--- src/hdl/dscg_pkg.sv ---
// constants and helpers shared by the deep-sleep clock gating block
package dscg_pkg;

	// ==========================================================
	// register offsets (byte addresses)
	localparam logic [11:0] OFF_RUN_CLOCK_CONFIG = 12'h060;
	localparam logic [11:0] OFF_RUN_CLOCK_GATE_0 = 12'h100;
	localparam logic [11:0] OFF_SLEEP_CLOCK_GATE_0 = 12'h110;
	localparam logic [11:0] OFF_DEEP_SLEEP_CLOCK_GATE_0 = 12'h120;
	localparam logic [11:0] OFF_IRQ_STATUS = 12'h200;
	localparam logic [11:0] OFF_IRQ_ENABLE = 12'h204;
	localparam logic [11:0] OFF_IRQ_CLEAR = 12'h208;

	// ==========================================================
	// gating register layout
	localparam int BIT_CAN = 24;
	localparam int BIT_PWM = 20;
	localparam int BIT_ADC = 16;
	localparam int BIT_HIB = 6;
	localparam int BIT_WDT = 3;
	localparam logic [31:0] GATE_WR_MASK = 32'h0111_0048;
	localparam logic [31:0] GATE_RESET = 32'h0000_0040;

	// run clock configuration layout
	localparam int BIT_AUTO_GATING_SELECT = 27;

	// ==========================================================
	// unit index in the five-bit enable vector
	localparam int NUM_UNITS = 5;
	localparam logic [2:0] UNIT_WDT = 3'h0;
	localparam logic [2:0] UNIT_HIB = 3'h1;
	localparam logic [2:0] UNIT_ADC = 3'h2;
	localparam logic [2:0] UNIT_PWM = 3'h3;
	localparam logic [2:0] UNIT_CAN = 3'h4;

	// ==========================================================
	// interrupt status layout
	localparam int NUM_IRQ = 2;
	localparam int IRQ_ACCESS_FAULT = 0;
	localparam int IRQ_DEEP_ENTRY = 1;

	// power modes, gray coded along run -> sleep -> deep
	typedef enum logic [1:0] {
		DSCG_RUN = 2'b00,
		DSCG_SLEEP = 2'b01,
		DSCG_DEEP = 2'b11
	} dscg_mode_t;

	// gather the unit enables out of a gating register word
	function automatic logic [NUM_UNITS-1:0] unit_bits(input logic [31:0] r);
		unit_bits = {r[BIT_CAN], r[BIT_PWM], r[BIT_ADC], r[BIT_HIB], r[BIT_WDT]};
	endfunction : unit_bits

endpackage : dscg_pkg

--- src/hdl/dscg_gate_reg.sv ---
// one clock gating register: writable enables, reserved bits held at zero
`timescale 1ns/10ps
module dscg_gate_reg import dscg_pkg::*; (
	// clock and reset
	input wire logic ref_clk,
	input wire logic rst_n,
	// write side
	input wire logic wr_en,
	input wire logic [31:0] wr_data,
	// stored value
	output logic [31:0] value_q
);

	// ==========================================================
	// storage
	logic [31:0] value_d;

	// reserved bits can never be set, so reads return zero there
	assign value_d = wr_en ? (wr_data & GATE_WR_MASK) : value_q;

	always_ff @(posedge ref_clk or negedge rst_n) begin
		if (!rst_n) begin
			value_q <= GATE_RESET;
		end else begin
			value_q <= value_d;
		end
	end

endmodule : dscg_gate_reg

--- src/hdl/dscg_mode_sel.sv ---
// picks the gating register in force for the current power mode
`timescale 1ns/10ps
module dscg_mode_sel import dscg_pkg::*; (
	// clock and reset
	input wire logic ref_clk,
	input wire logic rst_n,
	// mode and selection
	input wire dscg_mode_t mode,
	input wire logic auto_gate,
	// the three gating registers
	input wire logic [31:0] run_gate,
	input wire logic [31:0] sleep_gate,
	input wire logic [31:0] deep_gate,
	// enables in force
	output logic [NUM_UNITS-1:0] unit_en_q
);

	// ==========================================================
	// selection
	logic [NUM_UNITS-1:0] unit_en_d;

	always_comb begin
		unit_en_d = unit_bits(run_gate);
		if (auto_gate) begin
			case (mode)
				DSCG_RUN: unit_en_d = unit_bits(run_gate);
				DSCG_SLEEP: unit_en_d = unit_bits(sleep_gate);
				DSCG_DEEP: unit_en_d = unit_bits(deep_gate);
				default: unit_en_d = unit_bits(run_gate);
			endcase
		end
	end

	always_ff @(posedge ref_clk or negedge rst_n) begin
		if (!rst_n) begin
			unit_en_q <= unit_bits(GATE_RESET);
		end else begin
			unit_en_q <= unit_en_d;
		end
	end

endmodule : dscg_mode_sel

--- src/hdl/dscg_top.sv ---
// deep-sleep clock gating control with run and sleep companions
//
// How it works
// set bit clocks unit, clear bit stops it
// access to unclocked unit answers bus fault
// deep-sleep register resets to 0x00000040
// bit 6 hibernation enable, resets one
// bit 3 watchdog enable, faults when clear
// bit 20 pwm enable, faults when clear
// bit 24 can, bit 16 adc enables
// reserved bits read zero; software preserves
// run, sleep, deep registers share layout
// sleep/deep apply only with auto select
// software enables units before using them
`timescale 1ns/10ps
module dscg_top import dscg_pkg::*; (
	// clock and reset
	input wire logic ref_clk,
	input wire logic rst_n,
	// register port
	input wire logic [11:0] reg_addr,
	input wire logic [31:0] reg_wdata,
	input wire logic reg_wr,
	input wire logic reg_rd,
	output logic [31:0] reg_rdata_q,
	// power mode requests from the system
	input wire logic sleep_req,
	input wire logic deep_sleep_req,
	// peripheral access check
	input wire logic unit_req,
	input wire logic [2:0] unit_id,
	output logic unit_ok_q,
	output logic unit_fault_q,
	// unit clock enables
	output logic can_unit_clock_enable_q,
	output logic pwm_clock_enable_q,
	output logic adc_clock_enable_q,
	output logic hibernation_clock_enable_q,
	output logic watchdog_clock_enable_q,
	// interrupt
	output logic irq_q
);

	// ==========================================================
	// address decode
	logic wr_run_cfg;
	logic wr_run;
	logic wr_sleep;
	logic wr_deep;
	logic wr_irq_en;
	logic wr_irq_clr;

	assign wr_run_cfg = reg_wr && (reg_addr == OFF_RUN_CLOCK_CONFIG);
	assign wr_run = reg_wr && (reg_addr == OFF_RUN_CLOCK_GATE_0);
	assign wr_sleep = reg_wr && (reg_addr == OFF_SLEEP_CLOCK_GATE_0);
	assign wr_deep = reg_wr && (reg_addr == OFF_DEEP_SLEEP_CLOCK_GATE_0);
	assign wr_irq_en = reg_wr && (reg_addr == OFF_IRQ_ENABLE);
	assign wr_irq_clr = reg_wr && (reg_addr == OFF_IRQ_CLEAR);

	// ==========================================================
	// the three gating registers
	logic [31:0] run_clock_gate_0;
	logic [31:0] sleep_clock_gate_0;
	logic [31:0] deep_sleep_clock_gate_0;

	// same module, same layout for all three
	dscg_gate_reg u_run (
		.ref_clk(ref_clk),
		.rst_n(rst_n),
		.wr_en(wr_run),
		.wr_data(reg_wdata),
		.value_q(run_clock_gate_0)
	);

	dscg_gate_reg u_sleep (
		.ref_clk(ref_clk),
		.rst_n(rst_n),
		.wr_en(wr_sleep),
		.wr_data(reg_wdata),
		.value_q(sleep_clock_gate_0)
	);

	// reset word and writable bits come from the shared layout
	dscg_gate_reg u_deep (
		.ref_clk(ref_clk),
		.rst_n(rst_n),
		.wr_en(wr_deep),
		.wr_data(reg_wdata),
		.value_q(deep_sleep_clock_gate_0)
	);

	// ==========================================================
	// run clock configuration: only the auto gating select is kept
	logic auto_gating_select_q;

	always_ff @(posedge ref_clk or negedge rst_n) begin
		if (!rst_n) begin
			auto_gating_select_q <= 1'b0;
		end else if (wr_run_cfg) begin
			auto_gating_select_q <= reg_wdata[BIT_AUTO_GATING_SELECT];
		end
	end

	// ==========================================================
	// power mode tracking
	dscg_mode_t mode_q;
	dscg_mode_t mode_d;

	// deep sleep outranks sleep when both are asked for
	always_comb begin
		case (mode_q)
			DSCG_RUN: mode_d = deep_sleep_req ? DSCG_DEEP : (sleep_req ? DSCG_SLEEP : DSCG_RUN);
			DSCG_SLEEP: mode_d = deep_sleep_req ? DSCG_DEEP : (sleep_req ? DSCG_SLEEP : DSCG_RUN);
			DSCG_DEEP: mode_d = deep_sleep_req ? DSCG_DEEP : (sleep_req ? DSCG_SLEEP : DSCG_RUN);
			default: mode_d = DSCG_RUN;
		endcase
	end

	always_ff @(posedge ref_clk or negedge rst_n) begin
		if (!rst_n) begin
			mode_q <= DSCG_RUN;
		end else begin
			mode_q <= mode_d;
		end
	end

	// ==========================================================
	// enables in force
	logic [NUM_UNITS-1:0] unit_en;

	// sleep and deep values only win with auto select set
	dscg_mode_sel u_sel (
		.ref_clk(ref_clk),
		.rst_n(rst_n),
		.mode(mode_q),
		.auto_gate(auto_gating_select_q),
		.run_gate(run_clock_gate_0),
		.sleep_gate(sleep_clock_gate_0),
		.deep_gate(deep_sleep_clock_gate_0),
		.unit_en_q(unit_en)
	);

	// one more flop so the pins come straight from registers
	always_ff @(posedge ref_clk or negedge rst_n) begin
		if (!rst_n) begin
			can_unit_clock_enable_q <= GATE_RESET[BIT_CAN];
			pwm_clock_enable_q <= GATE_RESET[BIT_PWM];
			adc_clock_enable_q <= GATE_RESET[BIT_ADC];
			hibernation_clock_enable_q <= GATE_RESET[BIT_HIB];
			watchdog_clock_enable_q <= GATE_RESET[BIT_WDT];
		end else begin
			can_unit_clock_enable_q <= unit_en[UNIT_CAN];
			pwm_clock_enable_q <= unit_en[UNIT_PWM];
			adc_clock_enable_q <= unit_en[UNIT_ADC];
			hibernation_clock_enable_q <= unit_en[UNIT_HIB];
			watchdog_clock_enable_q <= unit_en[UNIT_WDT];
		end
	end

	// ==========================================================
	// access check against the enable driven at the pins
	logic [NUM_UNITS-1:0] pin_en;
	logic unit_on;

	assign pin_en = {can_unit_clock_enable_q, pwm_clock_enable_q, adc_clock_enable_q,
		hibernation_clock_enable_q, watchdog_clock_enable_q};
	// unknown unit ids fault too, nothing would answer them
	assign unit_on = (unit_id < 3'(NUM_UNITS)) && pin_en[unit_id];

	always_ff @(posedge ref_clk or negedge rst_n) begin
		if (!rst_n) begin
			unit_ok_q <= 1'b0;
			unit_fault_q <= 1'b0;
		end else begin
			unit_ok_q <= unit_req && unit_on;
			unit_fault_q <= unit_req && !unit_on;
		end
	end

	// ==========================================================
	// interrupt status, enable and clear
	logic [NUM_IRQ-1:0] irq_status_q;
	logic [NUM_IRQ-1:0] irq_enable_q;
	logic [NUM_IRQ-1:0] irq_event;
	logic deep_entry;

	assign deep_entry = (mode_d == DSCG_DEEP) && (mode_q != DSCG_DEEP);
	assign irq_event[IRQ_ACCESS_FAULT] = unit_req && !unit_on;
	assign irq_event[IRQ_DEEP_ENTRY] = deep_entry;

	// an event in the clearing cycle stays set
	always_ff @(posedge ref_clk or negedge rst_n) begin
		if (!rst_n) begin
			irq_status_q <= '0;
		end else begin
			irq_status_q <= (irq_status_q & ~(wr_irq_clr ? reg_wdata[NUM_IRQ-1:0] : '0))
				| irq_event;
		end
	end

	always_ff @(posedge ref_clk or negedge rst_n) begin
		if (!rst_n) begin
			irq_enable_q <= '0;
		end else if (wr_irq_en) begin
			irq_enable_q <= reg_wdata[NUM_IRQ-1:0];
		end
	end

	always_ff @(posedge ref_clk or negedge rst_n) begin
		if (!rst_n) begin
			irq_q <= 1'b0;
		end else begin
			irq_q <= |(irq_status_q & irq_enable_q);
		end
	end

	// ==========================================================
	// read path, zero for unmapped and write-only offsets
	logic [31:0] rd_word;

	always_comb begin
		rd_word = 32'h0000_0000;
		case (reg_addr)
			OFF_RUN_CLOCK_CONFIG: rd_word[BIT_AUTO_GATING_SELECT] = auto_gating_select_q;
			OFF_RUN_CLOCK_GATE_0: rd_word = run_clock_gate_0;
			OFF_SLEEP_CLOCK_GATE_0: rd_word = sleep_clock_gate_0;
			OFF_DEEP_SLEEP_CLOCK_GATE_0: rd_word = deep_sleep_clock_gate_0;
			OFF_IRQ_STATUS: rd_word[NUM_IRQ-1:0] = irq_status_q;
			OFF_IRQ_ENABLE: rd_word[NUM_IRQ-1:0] = irq_enable_q;
			default: rd_word = 32'h0000_0000;
		endcase
	end

	// data stand only in the cycle after the strobe
	always_ff @(posedge ref_clk or negedge rst_n) begin
		if (!rst_n) begin
			reg_rdata_q <= 32'h0000_0000;
		end else begin
			reg_rdata_q <= reg_rd ? rd_word : 32'h0000_0000;
		end
	end

	// ==========================================================
	// checks
	a_reserved_zero: assert property (
		@(posedge ref_clk) disable iff (!rst_n)
		reg_rd && (reg_addr == OFF_DEEP_SLEEP_CLOCK_GATE_0)
		|=> (reg_rdata_q & ~GATE_WR_MASK) == 32'h0000_0000)
		else $error("reserved gating bits read nonzero");

	a_write_readback: assert property (
		@(posedge ref_clk) disable iff (!rst_n)
		wr_deep ##1 (reg_rd && reg_addr == OFF_DEEP_SLEEP_CLOCK_GATE_0 && !reg_wr)
		|=> reg_rdata_q == ($past(reg_wdata, 2) & GATE_WR_MASK))
		else $error("deep gating readback mismatch");

	a_reset_word: assert property (
		@(posedge ref_clk) disable iff (!rst_n)
		$rose(rst_n) |-> deep_sleep_clock_gate_0 == 32'h0000_0040)
		else $error("deep gating reset word wrong");

	a_deep_applies: assert property (
		@(posedge ref_clk) disable iff (!rst_n)
		(mode_q == DSCG_DEEP && auto_gating_select_q && !wr_deep && !wr_run_cfg)[*2]
		|=> pwm_clock_enable_q == $past(deep_sleep_clock_gate_0[BIT_PWM], 2))
		else $error("deep gating not applied to pwm");

	a_run_holds: assert property (
		@(posedge ref_clk) disable iff (!rst_n)
		(!auto_gating_select_q && !wr_run)[*2]
		|=> watchdog_clock_enable_q == $past(run_clock_gate_0[BIT_WDT], 2))
		else $error("run gating not in force without select");

	a_wdt_fault: assert property (
		@(posedge ref_clk) disable iff (!rst_n)
		unit_req && unit_id == UNIT_WDT && !watchdog_clock_enable_q
		|=> unit_fault_q && !unit_ok_q)
		else $error("watchdog access without clock did not fault");

	a_pwm_fault: assert property (
		@(posedge ref_clk) disable iff (!rst_n)
		unit_req && unit_id == UNIT_PWM && !pwm_clock_enable_q
		|=> unit_fault_q && !unit_ok_q)
		else $error("pwm access without clock did not fault");

	a_fault_cause: assert property (
		@(posedge ref_clk) disable iff (!rst_n)
		unit_fault_q |-> $past(unit_req) && !unit_ok_q)
		else $error("fault without request or together with grant");

	a_grant_clocked: assert property (
		@(posedge ref_clk) disable iff (!rst_n)
		unit_req && unit_id == UNIT_CAN && can_unit_clock_enable_q
		|=> unit_ok_q && !unit_fault_q)
		else $error("clocked can access refused");

	a_irq_sticky: assert property (
		@(posedge ref_clk) disable iff (!rst_n)
		unit_req && !unit_on |=> irq_status_q[IRQ_ACCESS_FAULT])
		else $error("fault event lost from status");

	a_hib_reset: assert property (
		@(posedge ref_clk) disable iff (!rst_n)
		$rose(rst_n) |-> hibernation_clock_enable_q && deep_sleep_clock_gate_0[BIT_HIB])
		else $error("hibernation enable clear after reset");

	a_pins_reset: assert property (
		@(posedge ref_clk) disable iff (!rst_n)
		$rose(rst_n) |-> !can_unit_clock_enable_q && !pwm_clock_enable_q
			&& !adc_clock_enable_q && !watchdog_clock_enable_q)
		else $error("gated unit enabled straight after reset");

	a_adc_fault: assert property (
		@(posedge ref_clk) disable iff (!rst_n)
		unit_req && unit_id == UNIT_ADC && !adc_clock_enable_q
		|=> unit_fault_q && !unit_ok_q)
		else $error("adc access without clock did not fault");

	a_can_fault: assert property (
		@(posedge ref_clk) disable iff (!rst_n)
		unit_req && unit_id == UNIT_CAN && !can_unit_clock_enable_q
		|=> unit_fault_q && !unit_ok_q)
		else $error("can access without clock did not fault");

	a_hib_fault: assert property (
		@(posedge ref_clk) disable iff (!rst_n)
		unit_req && unit_id == UNIT_HIB && !hibernation_clock_enable_q
		|=> unit_fault_q && !unit_ok_q)
		else $error("hibernation access without clock did not fault");

	a_adc_grant: assert property (
		@(posedge ref_clk) disable iff (!rst_n)
		unit_req && unit_id == UNIT_ADC && adc_clock_enable_q
		|=> unit_ok_q && !unit_fault_q)
		else $error("clocked adc access refused");

	a_sleep_applies: assert property (
		@(posedge ref_clk) disable iff (!rst_n)
		mode_q == DSCG_SLEEP && auto_gating_select_q
		|-> ##2 watchdog_clock_enable_q == $past(sleep_clock_gate_0[BIT_WDT], 2))
		else $error("sleep gating not applied to watchdog");

	a_run_auto: assert property (
		@(posedge ref_clk) disable iff (!rst_n)
		mode_q == DSCG_RUN && auto_gating_select_q
		|-> ##2 hibernation_clock_enable_q == $past(run_clock_gate_0[BIT_HIB], 2))
		else $error("run gating not in force in run mode");

endmodule : dscg_top

--- config.mk ---
export PLATFORM = sky130hd
export DESIGN_NAME = dscg_top
export DESIGN_NICKNAME = d
export VERILOG_FILES = /design/src/hdl/dscg_pkg.sv /design/src/hdl/dscg_gate_reg.sv /design/src/hdl/dscg_mode_sel.sv /design/src/hdl/dscg_top.sv
export SDC_FILE = /design/constraint.sdc
export NUM_CORES = 1
export LEC_CHECK = 0
export BUFFER_PORTS_ARGS = -buffer_cell sky130_fd_sc_hd__buf_4
export CAP_MARGIN = 20
export CELL_PAD_IN_SITES_DETAIL_PLACEMENT = 0
export CELL_PAD_IN_SITES_GLOBAL_PLACEMENT = 1
export CORE_MARGIN = 5
export CORE_UTILIZATION = 35
export DETAILED_ROUTE_END_ITERATION = 10
export GPL_TIMING_DRIVEN = 0
export PLACE_DENSITY_LB_ADDON = 0.05
export SLEW_MARGIN = 5
export SYNTH_ARGS = -nofsm -noshare
export SYNTH_HDL_FRONTEND = slang
export SYNTH_SLANG_ARGS = --single-unit
--- constraint.sdc ---
create_clock -name ref_clk -period 1.44 [get_ports ref_clk]
set_input_delay 0.144 -clock ref_clk [delete_from_list [all_inputs] [get_ports ref_clk]]
set_output_delay 0.144 -clock ref_clk [all_outputs]
set_load 0.05 [all_outputs]
==> results of run 1 <==
==> sequential cells by signal, indices dropped and copies added (netlist names) <==
signal                      cells
unit_ok_q                       1
pwm_clock_enable_q              1
u_sleep.value_q                 5
auto_gating_select_q            1
u_deep.value_q                  5
watchdog_clock_enable_q         1
irq_status_q                    2
can_unit_clock_enable_q         1
unit_fault_q                    1
adc_clock_enable_q              1
irq_q                           1
mode_q                          2
reg_rdata_q                     8
u_sel.unit_en_q                 5
hibernation_clock_enable_q      1
u_run.value_q                   5
irq_enable_q                    2
==> routing by layer <==
metal  routed length (µm)  share of wire, %
met5                    0                 0
met4                   74               1.6
met3                  317               6.9
met2                 2290                50
met1                 1930                42
==> per-stage QoR <==
step | cells | hold WS [ns]
after CTS | 318 | 0.0655
final | 320 | 0.0718
after global routing | 320 | 0.0817
after floorplan | 188 | -0.152
after global placement | 307 | 0.154
after detailed placement | 307 | 0.172
==> cells by family (layout without fill, tap and decap cells) <==
kind of cell	after synthesis	count (layout)	share of synthesized area (%)
muxes	32	32	18.7
AOI/OAI and AO/OA	17	17	5.48
other	1	24	0.181
DFF	43	43	52.1
and+or+nand+nor	40	40	12.7
buffers and inverters	32	89	10.8
==> final cells by class <==
type | instances | area [µm²] | area share, %
Clock buffer | 5 | 68.8 | 2.49
Sequential cell | 43 | 1080 | 39.1
Buffer | 29 | 214 | 7.73
Multi-Input combinational cell | 113 | 876 | 31.6
Tap cell | 75 | 93.8 | 3.39
Inverter | 3 | 11.3 | 0.407
Timing Repair Buffer | 49 | 378 | 13.7
Clock inverter | 3 | 43.8 | 1.58
==> cell usage in the layout (no fill, tap or decap), types with 2 or more instances in the layout <==
cell type and instances:
sky130_fd_sc_hd__a21oi_1 6, sky130_fd_sc_hd__a22o_1 2, sky130_fd_sc_hd__a22oi_1 5, sky130_fd_sc_hd__and2_1 2
sky130_fd_sc_hd__buf_4 70, sky130_fd_sc_hd__buf_6 4, sky130_fd_sc_hd__clkbuf_1 3, sky130_fd_sc_hd__clkbuf_8 5
sky130_fd_sc_hd__conb_1 24, sky130_fd_sc_hd__dfrtp_1 38, sky130_fd_sc_hd__dfstp_2 5, sky130_fd_sc_hd__inv_1 3
sky130_fd_sc_hd__mux2_2 14, sky130_fd_sc_hd__mux2_4 10, sky130_fd_sc_hd__mux2i_1 8, sky130_fd_sc_hd__nand2_1 3
sky130_fd_sc_hd__nand3b_1 2, sky130_fd_sc_hd__nand4b_1 2, sky130_fd_sc_hd__nor2_1 15
==> repair_timing <==
item	4_1_cts	5_1_grt
endpoints found under the setup margin	16	19
pin swaps	3	3
resized for setup	5	0
hold buffers	1	0
endpoints found under the hold margin	38	0
buffers inserted	2	2
==> how the worst max path moves through the flow <==
stage / startpoint / to / slack, ns
after floorplan: reg_addr[1] / u_run.value_q[16] / -0.27
after global placement: reg_addr[4] / u_deep.value_q[20] / -0.63
after detailed placement: reg_addr[4] / u_deep.value_q[16] / -0.60
after CTS: reg_addr[10] / u_deep.value_q[16] / -0.18
after global routing: reg_addr[10] / u_deep.value_q[16] / -0.16
final: reg_addr[10] / u_deep.value_q[16] / -0.09
==> report_power, final <==
group	internal (W)	switching (W)
clock network	0.000517	0.000429
logic	0.000132	0.000244
registers	0.00122	0.00000500
total	0.00187	0.000678
==> critical path: stages <==
cell and delay [ns]:
sky130_fd_sc_hd__buf_6 0.09, sky130_fd_sc_hd__or4_4 0.55, sky130_fd_sc_hd__nor4_4 0.23, sky130_fd_sc_hd__and4_1 0.25, sky130_fd_sc_hd__buf_6 0.15, sky130_fd_sc_hd__mux2_4 0.31
==> run metrics, run 1 <==
final worst clock skew 0.00483 ns; commonest cells in the netlist 38 x sky130_fd_sc_hd__dfrtp_1, 24 x sky130_fd_sc_hd__buf_4, 15 x sky130_fd_sc_hd__nor2_1; clock slew at reported path FFs 0.08 ns; Final nets 298; Crit. End Element flop; worst slew pin tran 0.891 ns; largest cells by area after synthesis sky130_fd_sc_hd__dfrtp_1 46%, sky130_fd_sc_hd__buf_4 8.7%, sky130_fd_sc_hd__mux2_2 7.6%; synthesis warning total 0; wirelength, routed 4610 µm; final count of hold timing violations 0; total cell area at the placement stage 2590 µm²; final worst path period share 106%; final std cell area, no fill 2770 µm²; reported leakage power 1.41 nW; pins over their slew limit 0; capture endpoint of the worst hold path unit_ok_q; timing-limited maximum frequency 652 MHz; largest net degree at the start of global routing 44; post-layout power 0.00254 W; setup repair after global routing missed its margin true; wire length per cell 14.4 µm; Routed Antenna Nets 0; length in cells of the worst reg-to-reg path 4; count of input and output buffers 44; fraction of layout cells with a size suffix above 1 48.6%; overall die height 87.0 µm; post-detailed-placement half-perimeter wirelength 3470 µm; total of flip-flops plus latches after synthesis 43; instance count along the most critical hold path 2; met3 global-route usage 3.78%; CP startpoint kind input pin; diodes inserted 0; launching point of the worst reg2reg path hibernation_clock_enable_q; cell row count 28; global routing usage summed across all routing layers 13.4%; result of the run finished, violations left; ratio of total power to cell area 919 nW/µm²; final-layout setup total negative slack -0.828 ns; worst-case register-to-register setup slack 0.16 ns; proportion of register bits with asynchronous set or reset after synthesis 100%; leading cell type by number of instances after synthesis sky130_fd_sc_hd__dfrtp_1; via-per-instance ratio 4.45; library cells used by synthesis 36; Relative slew margins 40.1%; horizontal die dimension 87.0 µm; drt first-iter violations 56; post-layout utilization of the core 47.3%; count of vias placed by the detailed router 1423; total CTS buffers 5; Ports 94; initial core utilization 35.5%; path category of the worst min-delay check in2reg; reg-to-reg endpoint irq_status_q[0]; Worst Setup Slack post-DPL -0.599 ns; Pre-Repair DR Iteration Count 4; Final Critical Period 1.53 ns; grt met1 use 15.9%; Layout area overhead 33.3%; total number of H-tree levels 2; gate count after technology mapping 165; most heavily used metal layer in global routing met2; fillcell total 534; biggest area consumer among synthesized cells sky130_fd_sc_hd__dfrtp_1; Worst Min Path Start unit_req; clock network latency to the later pin of the worst-skew pair 0.30 ns; peak fanout along the critical path 5; WS Path Type in2reg; vias in the first global route 1560; Primary FF master, synth sky130_fd_sc_hd__dfrtp_1; final worst setup slack -0.0931 ns; met2 layer usage reported by global route 23.0%; max-capacitance violation count 0; TritonCTS clock tree done; Netlist Area Pre-Place 2080 µm²; root buffer cell sky130_fd_sc_hd__clkbuf_8; Mean Syn Cell Area 12.6 µm²; proportion of synthesized chip area in sequential cells 52.1%; global-route wire length before repair 7730 µm; WP data required 1.63 ns; final setup violation count 14; clock sink total 43; violated checks setup timing; antenna violations before repair 0; total overflow reported by the global router 0; routability congestion estimate from global placement 0.755; Residual DRC 0; arrival time of data at the critical path endpoint 1.72 ns; maximum ir drop on the vdd rail 418 µV; die area 7580 µm²; Placeable Area 5850 µm²; top cell type's share of synthesized area 45.8%; Post-synth EDFFs 0; Max clock buf depth 2
Power figures use the tool's default switching activity.
==> run 2, diff against run 1 <==
--- a/config.mk
+++ b/config.mk
@@ -14,6 +14,7 @@
 export DETAILED_ROUTE_END_ITERATION = 10
 export GPL_TIMING_DRIVEN = 0
 export PLACE_DENSITY_LB_ADDON = 0.05
+export REMOVE_ABC_BUFFERS = 1
 export SLEW_MARGIN = 5
 export SYNTH_ARGS = -nofsm -noshare
 export SYNTH_HDL_FRONTEND = slang
==> run 2 against run 1 <==
  * The run still ends with setup timing left
  * Setup slack lost 0.055 ns
  * First-iteration DRC count down 39%
  * Largest cell class unchanged
  * Global-route usage decreased by 1.4 points
  * Critical path depth unchanged
==> run metrics, run 2 (synthesis results as in run 1) <==
result of the run finished, violations left; violated checks setup timing; placed cells 279; root buffer cell sky130_fd_sc_hd__clkbuf_8; Met2 Wirelength 2080 µm; final setup violation count 15; cell row count 28; capture endpoint of the worst hold path unit_ok_q; final std cell area, no fill 2540 µm²; count of input and output buffers 45; sequential fraction of design power 51.8%; drt first-iter violations 34; switching power 0.000634 W; via-per-instance ratio 4.56; worst hold slack across all endpoints 0.0779 ns; clock network latency to the later pin of the worst-skew pair 0.29 ns; largest register by flop count reg_rdata_q; final count of hold timing violations 0; wirelength, routed 4300 µm; clock power share 35.1%; final worst clock skew 0.00644 ns; final worst setup slack -0.148 ns; worst-case register-to-register setup slack 0.16 ns; Worst Min Path Start unit_req; final-layout setup total negative slack -1.56 ns; diodes inserted 0; biggest cell delay along the critical path 0.54 ns; wire length per cell 14.8 µm; Pre-Repair DR Iteration Count 4; Routed Antenna Nets 0; fraction of layout cells with a size suffix above 1 43.5%; routability congestion estimate from global placement 0.689; clock sink total 43; Layout area overhead 22.2%; vias in the first global route 1402; largest net degree at the start of global routing 44; reported leakage power 1.25 nW; reg-to-reg endpoint irq_status_q[0]; path category of the worst min-delay check in2reg; max-capacitance violation count 0; Ports 94; Residual DRC 0; pins over their slew limit 0; CP startpoint kind input pin; commonest cells after routing, fill and taps aside 45 x sky130_fd_sc_hd__buf_4, 38 x sky130_fd_sc_hd__dfrtp_1, 24 x sky130_fd_sc_hd__conb_1, 15 x sky130_fd_sc_hd__nor2_1, 14 x sky130_fd_sc_hd__mux2_2; total CTS buffers 5; post-detailed-placement half-perimeter wirelength 3220 µm; total number of H-tree levels 2; WS Path Type in2reg; Max clock buf depth 2; setup repair after global routing missed its margin true; clock slew at reported path FFs 0.08 ns; instance count along the most critical hold path 2; number of flip-flops under the largest register name 8; Relative slew margins 38.2%; commonest non-fill, non-tap cell in the layout sky130_fd_sc_hd__buf_4; switching part of the total 26.7%; slowest cell on the critical path sky130_fd_sc_hd__or4_4; length in cells of the worst reg-to-reg path 4; combinational fraction of design power 13.1%; global-route wire length before repair 6970 µm; final worst path period share 110%; multi-input gate area in the final layout 866 µm²; peak fanout along the critical path 5; total cell area at the placement stage 2380 µm²; timing-limited maximum frequency 630 MHz; antenna violations before repair 0; arrival time of data at the critical path endpoint 1.77 ns; post-layout utilization of the core 43.4%; total overflow reported by the global router 0; die area 7580 µm²; global routing usage summed across all routing layers 12.0%; kind of cell with the highest combined delay on the critical path simple AND/OR/NAND/NOR gates; Placeable Area 5850 µm²; Final Critical Period 1.59 ns; routed wl met3 311 µm; overall die height 87.0 µm; Final nets 269; Int Pwr 0.00174 W; met1 WL 1880 µm; launching point of the worst reg2reg path hibernation_clock_enable_q; count of vias placed by the detailed router 1327; worst path bufs/invs 2; horizontal die dimension 87.0 µm; initial core utilization 35.5%; WP data required 1.62 ns; worst slew pin tran 0.921 ns; maximum ir drop on the vdd rail 451 µV; fillcell total 563; TritonCTS clock tree done; sequential cell area 1080 µm²; uppermost routed layer met4; ratio of total power to cell area 935 nW/µm²; crit-path cells buf_6, or4_4, nor4_4, buf_4, and4_4, mux2_4; Crit. End Element flop; non-filler cells in the finished layout 291
[run 2: cell type report]
cell class | count | area share, %
well taps | 75 | 3.70
repair buffers | 49 | 15.0
clock inverters | 1 | 0.296
flip-flops and latches | 43 | 42.6
multi-input cells | 113 | 34.1
clock buffers | 7 | 3.79
inverters | 3 | 0.444
[run 2: worst max-delay path by stage]
stage                      start           endpoint  depth (start not counted)
finish               reg_addr[1]  u_deep.value_q[3]                          6
detailed placement   reg_addr[1]   u_run.value_q[3]                          5
floorplan            reg_addr[1]  u_run.value_q[16]                          4
global route         reg_addr[1]  u_deep.value_q[3]                          6
global placement     reg_addr[1]   u_run.value_q[3]                          5
CTS                 reg_addr[10]  u_deep.value_q[3]                          6
[run 2: metal layers]
metal	track usage [%]	vias up
li1	-	631
met1	15.9	641
met2	19.1	52
met3	3.88	3
met4	2.55	0
met5	0	-
[run 2: power groups by stage]
stage               registers, W  clock network (W)  logic (W)
CTS                      0.00123           0.000871   0.000309
global route             0.00123           0.000939   0.000333
floorplan                0.00126                  0   0.000171
finish                   0.00123           0.000833   0.000310
global placement         0.00125                  0   0.000300
detailed placement       0.00125                  0   0.000304
[run 2: per-stage QoR]
stage	setup slack, ns	power [W]
floorplan	-0.336	0.00143
global placement	-0.675	0.00155
detailed placement	-0.674	0.00156
CTS	-0.222	0.00241
global route	-0.164	0.00250
finish	-0.148	0.00237
[run 2: timing repair]
item | CTS | global route
gates resized for setup | 5 | 2
hold buffers | 1 | 0
buffers inserted | 3 | 0
hold endpoints to repair | 38 | 0
pin swaps | 3 | 3
endpoints found under the setup margin | 15 | 23
==> run 3, diff against run 2 <==
--- a/config.mk
+++ b/config.mk
@@ -5,13 +5,14 @@
 export SDC_FILE = /design/constraint.sdc
 export NUM_CORES = 1
 export LEC_CHECK = 0
-export BUFFER_PORTS_ARGS = -buffer_cell sky130_fd_sc_hd__buf_4
 export CAP_MARGIN = 20
 export CELL_PAD_IN_SITES_DETAIL_PLACEMENT = 0
 export CELL_PAD_IN_SITES_GLOBAL_PLACEMENT = 1
 export CORE_MARGIN = 5
-export CORE_UTILIZATION = 35
+export CORE_UTILIZATION = 47
 export DETAILED_ROUTE_END_ITERATION = 10
+export DONT_BUFFER_PORTS = 1
+export GPL_ROUTABILITY_DRIVEN = 0
 export GPL_TIMING_DRIVEN = 0
 export PLACE_DENSITY_LB_ADDON = 0.05
 export REMOVE_ABC_BUFFERS = 1
==> run 3 against run 2 <==
  * The flow still finishes with violations (setup timing)
  * Maximum frequency increased by 8.8%
  * First-iteration DRC count decreased by 5.9%
  * Cell area decreased by 8.3%
  * Clock skew decreased by 0.0015 ns
  * Critical endpoint is now u_run.value_q[16]
  * Largest cell class unchanged
==> run metrics, run 3 (synthesis results as in run 1) <==
result of the run finished, violations left; violated checks setup timing; root buffer cell sky130_fd_sc_hd__clkbuf_8; wirelength, routed 4040 µm; Final nets 236; final setup violation count 4; max-capacitance violation count 0; Routed Antenna Nets 0; CP startpoint kind input pin; timing-limited maximum frequency 685 MHz; vias in the first global route 1319; number of flip-flops under the largest register name 8; cell row count 24; Layout area overhead 12.1%; reported leakage power 1.09 nW; maximum ir drop on the vdd rail 439 µV; worst slew pin tran 0.854 ns; final worst clock skew 0.00491 ns; commonest non-fill, non-tap cell in the layout sky130_fd_sc_hd__dfrtp_1; total overflow reported by the global router 0; via-per-instance ratio 5.32; worst hold slack across all endpoints 0.0125 ns; count of input and output buffers 0; Final Critical Period 1.46 ns; wire length per cell 17.2 µm; arrival time of data at the critical path endpoint 1.64 ns; ratio of total power to cell area 1110 nW/µm²; WS Path Type in2reg; Relative slew margins 42.6%; Pre-Repair DR Iteration Count 5; clock sink total 43; die area 5850 µm²; largest register by flop count reg_rdata_q; Max clock buf depth 2; total number of H-tree levels 2; final-layout setup total negative slack -0.0673 ns; peak fanout along the critical path 6; count of vias placed by the detailed router 1251; TritonCTS clock tree done; diodes inserted 0; drt first-iter violations 32; clock network latency to the later pin of the worst-skew pair 0.29 ns; path category of the worst min-delay check in2reg; final count of hold timing violations 0; Crit. End Element flop; WP data required 1.62 ns; fraction of layout cells with a size suffix above 1 26.2%; final worst path period share 101%; initial core utilization 48.0%; largest net degree at the start of global routing 44; pins over their slew limit 0; antenna violations before repair 0; Placeable Area 4320 µm²; final worst setup slack -0.0191 ns; Residual DRC 0; commonest cells after routing, fill and taps aside 38 x sky130_fd_sc_hd__dfrtp_1, 24 x sky130_fd_sc_hd__conb_1, 15 x sky130_fd_sc_hd__nor2_1, 14 x sky130_fd_sc_hd__mux2_2, 14 x sky130_fd_sc_hd__dlygate4sd3_1; overall die height 76.5 µm; total CTS buffers 5; Ports 94; global-route wire length before repair 6730 µm; global routing usage summed across all routing layers 14.7%; post-layout utilization of the core 53.8%; clock slew at reported path FFs 0.08 ns; setup repair after global routing missed its margin true; horizontal die dimension 76.5 µm; post-detailed-placement half-perimeter wirelength 2910 µm
-- run 3: power breakdown --
part / total (W) / switching [W] / internal, W
clock: 0.00110 / 0.000407 / 0.000691
combinational: 0.000244 / 0.000186 / 0.0000580
sequential: 0.00124 / 0.0000222 / 0.00122
-- run 3: timing repair --
item                       4_1_cts  5_1_grt
buffers inserted                 1        0
hold buffers                    15        0
pin swaps                        0        2
resized for setup                5        1
setup endpoints to repair       17       17
hold endpoints to repair        68        0
-- run 3: final timing paths --
path	from	end	slack, ns	cells past startpoint
min in group asynchronous	rst_n	irq_q	0.32	2
max	reg_addr[1]	u_run.value_q[16]	-0.02	5
min	deep_sleep_req	mode_q[0]	0.01	2
max reg2reg	hibernation_clock_enable_q	irq_status_q[0]	0.08	4
max in group asynchronous	rst_n	u_run.value_q[6]	0.86	2
min reg2reg	u_sel.unit_en_q[0]	watchdog_clock_enable_q	0.35	0
-- run 3: critical path: stages --
cell	delay, ns
sky130_fd_sc_hd__or4_4	0.54
sky130_fd_sc_hd__nor4_4	0.14
sky130_fd_sc_hd__buf_4	0.18
sky130_fd_sc_hd__and4b_4	0.33
sky130_fd_sc_hd__mux2_4	0.32
-- run 3: metal layers --
metal  vias to the layer above  global-route usage (%)  share of wire (%)
li1                        562                       -                  -
met1                       619                    18.5                 42
met2                        63                    23.2                 48
met3                         7                    5.79                8.8
met4                         0                    4.37                1.3
met5                         -                       0                  0
-- run 3: cell type report --
cell class / count / area (µm²)
multi-input combinational: 113 / 866
clock inverter: 3 / 67.6
clock buffer: 5 / 68.8
tap: 52 / 65.1
inverter: 3 / 11.3
timing repair buffer: 16 / 168
fill: 398 / 2000
sequential: 43 / 1080
-- run 3: metrics by stage --
step,std cells,worst slack [ns],area (µm²),power [W]
6_report,235,-0.0191,2330,0.00258
3_5_place_dp,211,-0.525,2010,0.00144
5_1_grt,235,-0.0682,2330,0.00269
3_3_place_gp,211,-0.523,2010,0.00144
2_1_floorplan,159,-0.336,1950,0.00143
4_1_cts,235,-0.0201,2320,0.00261
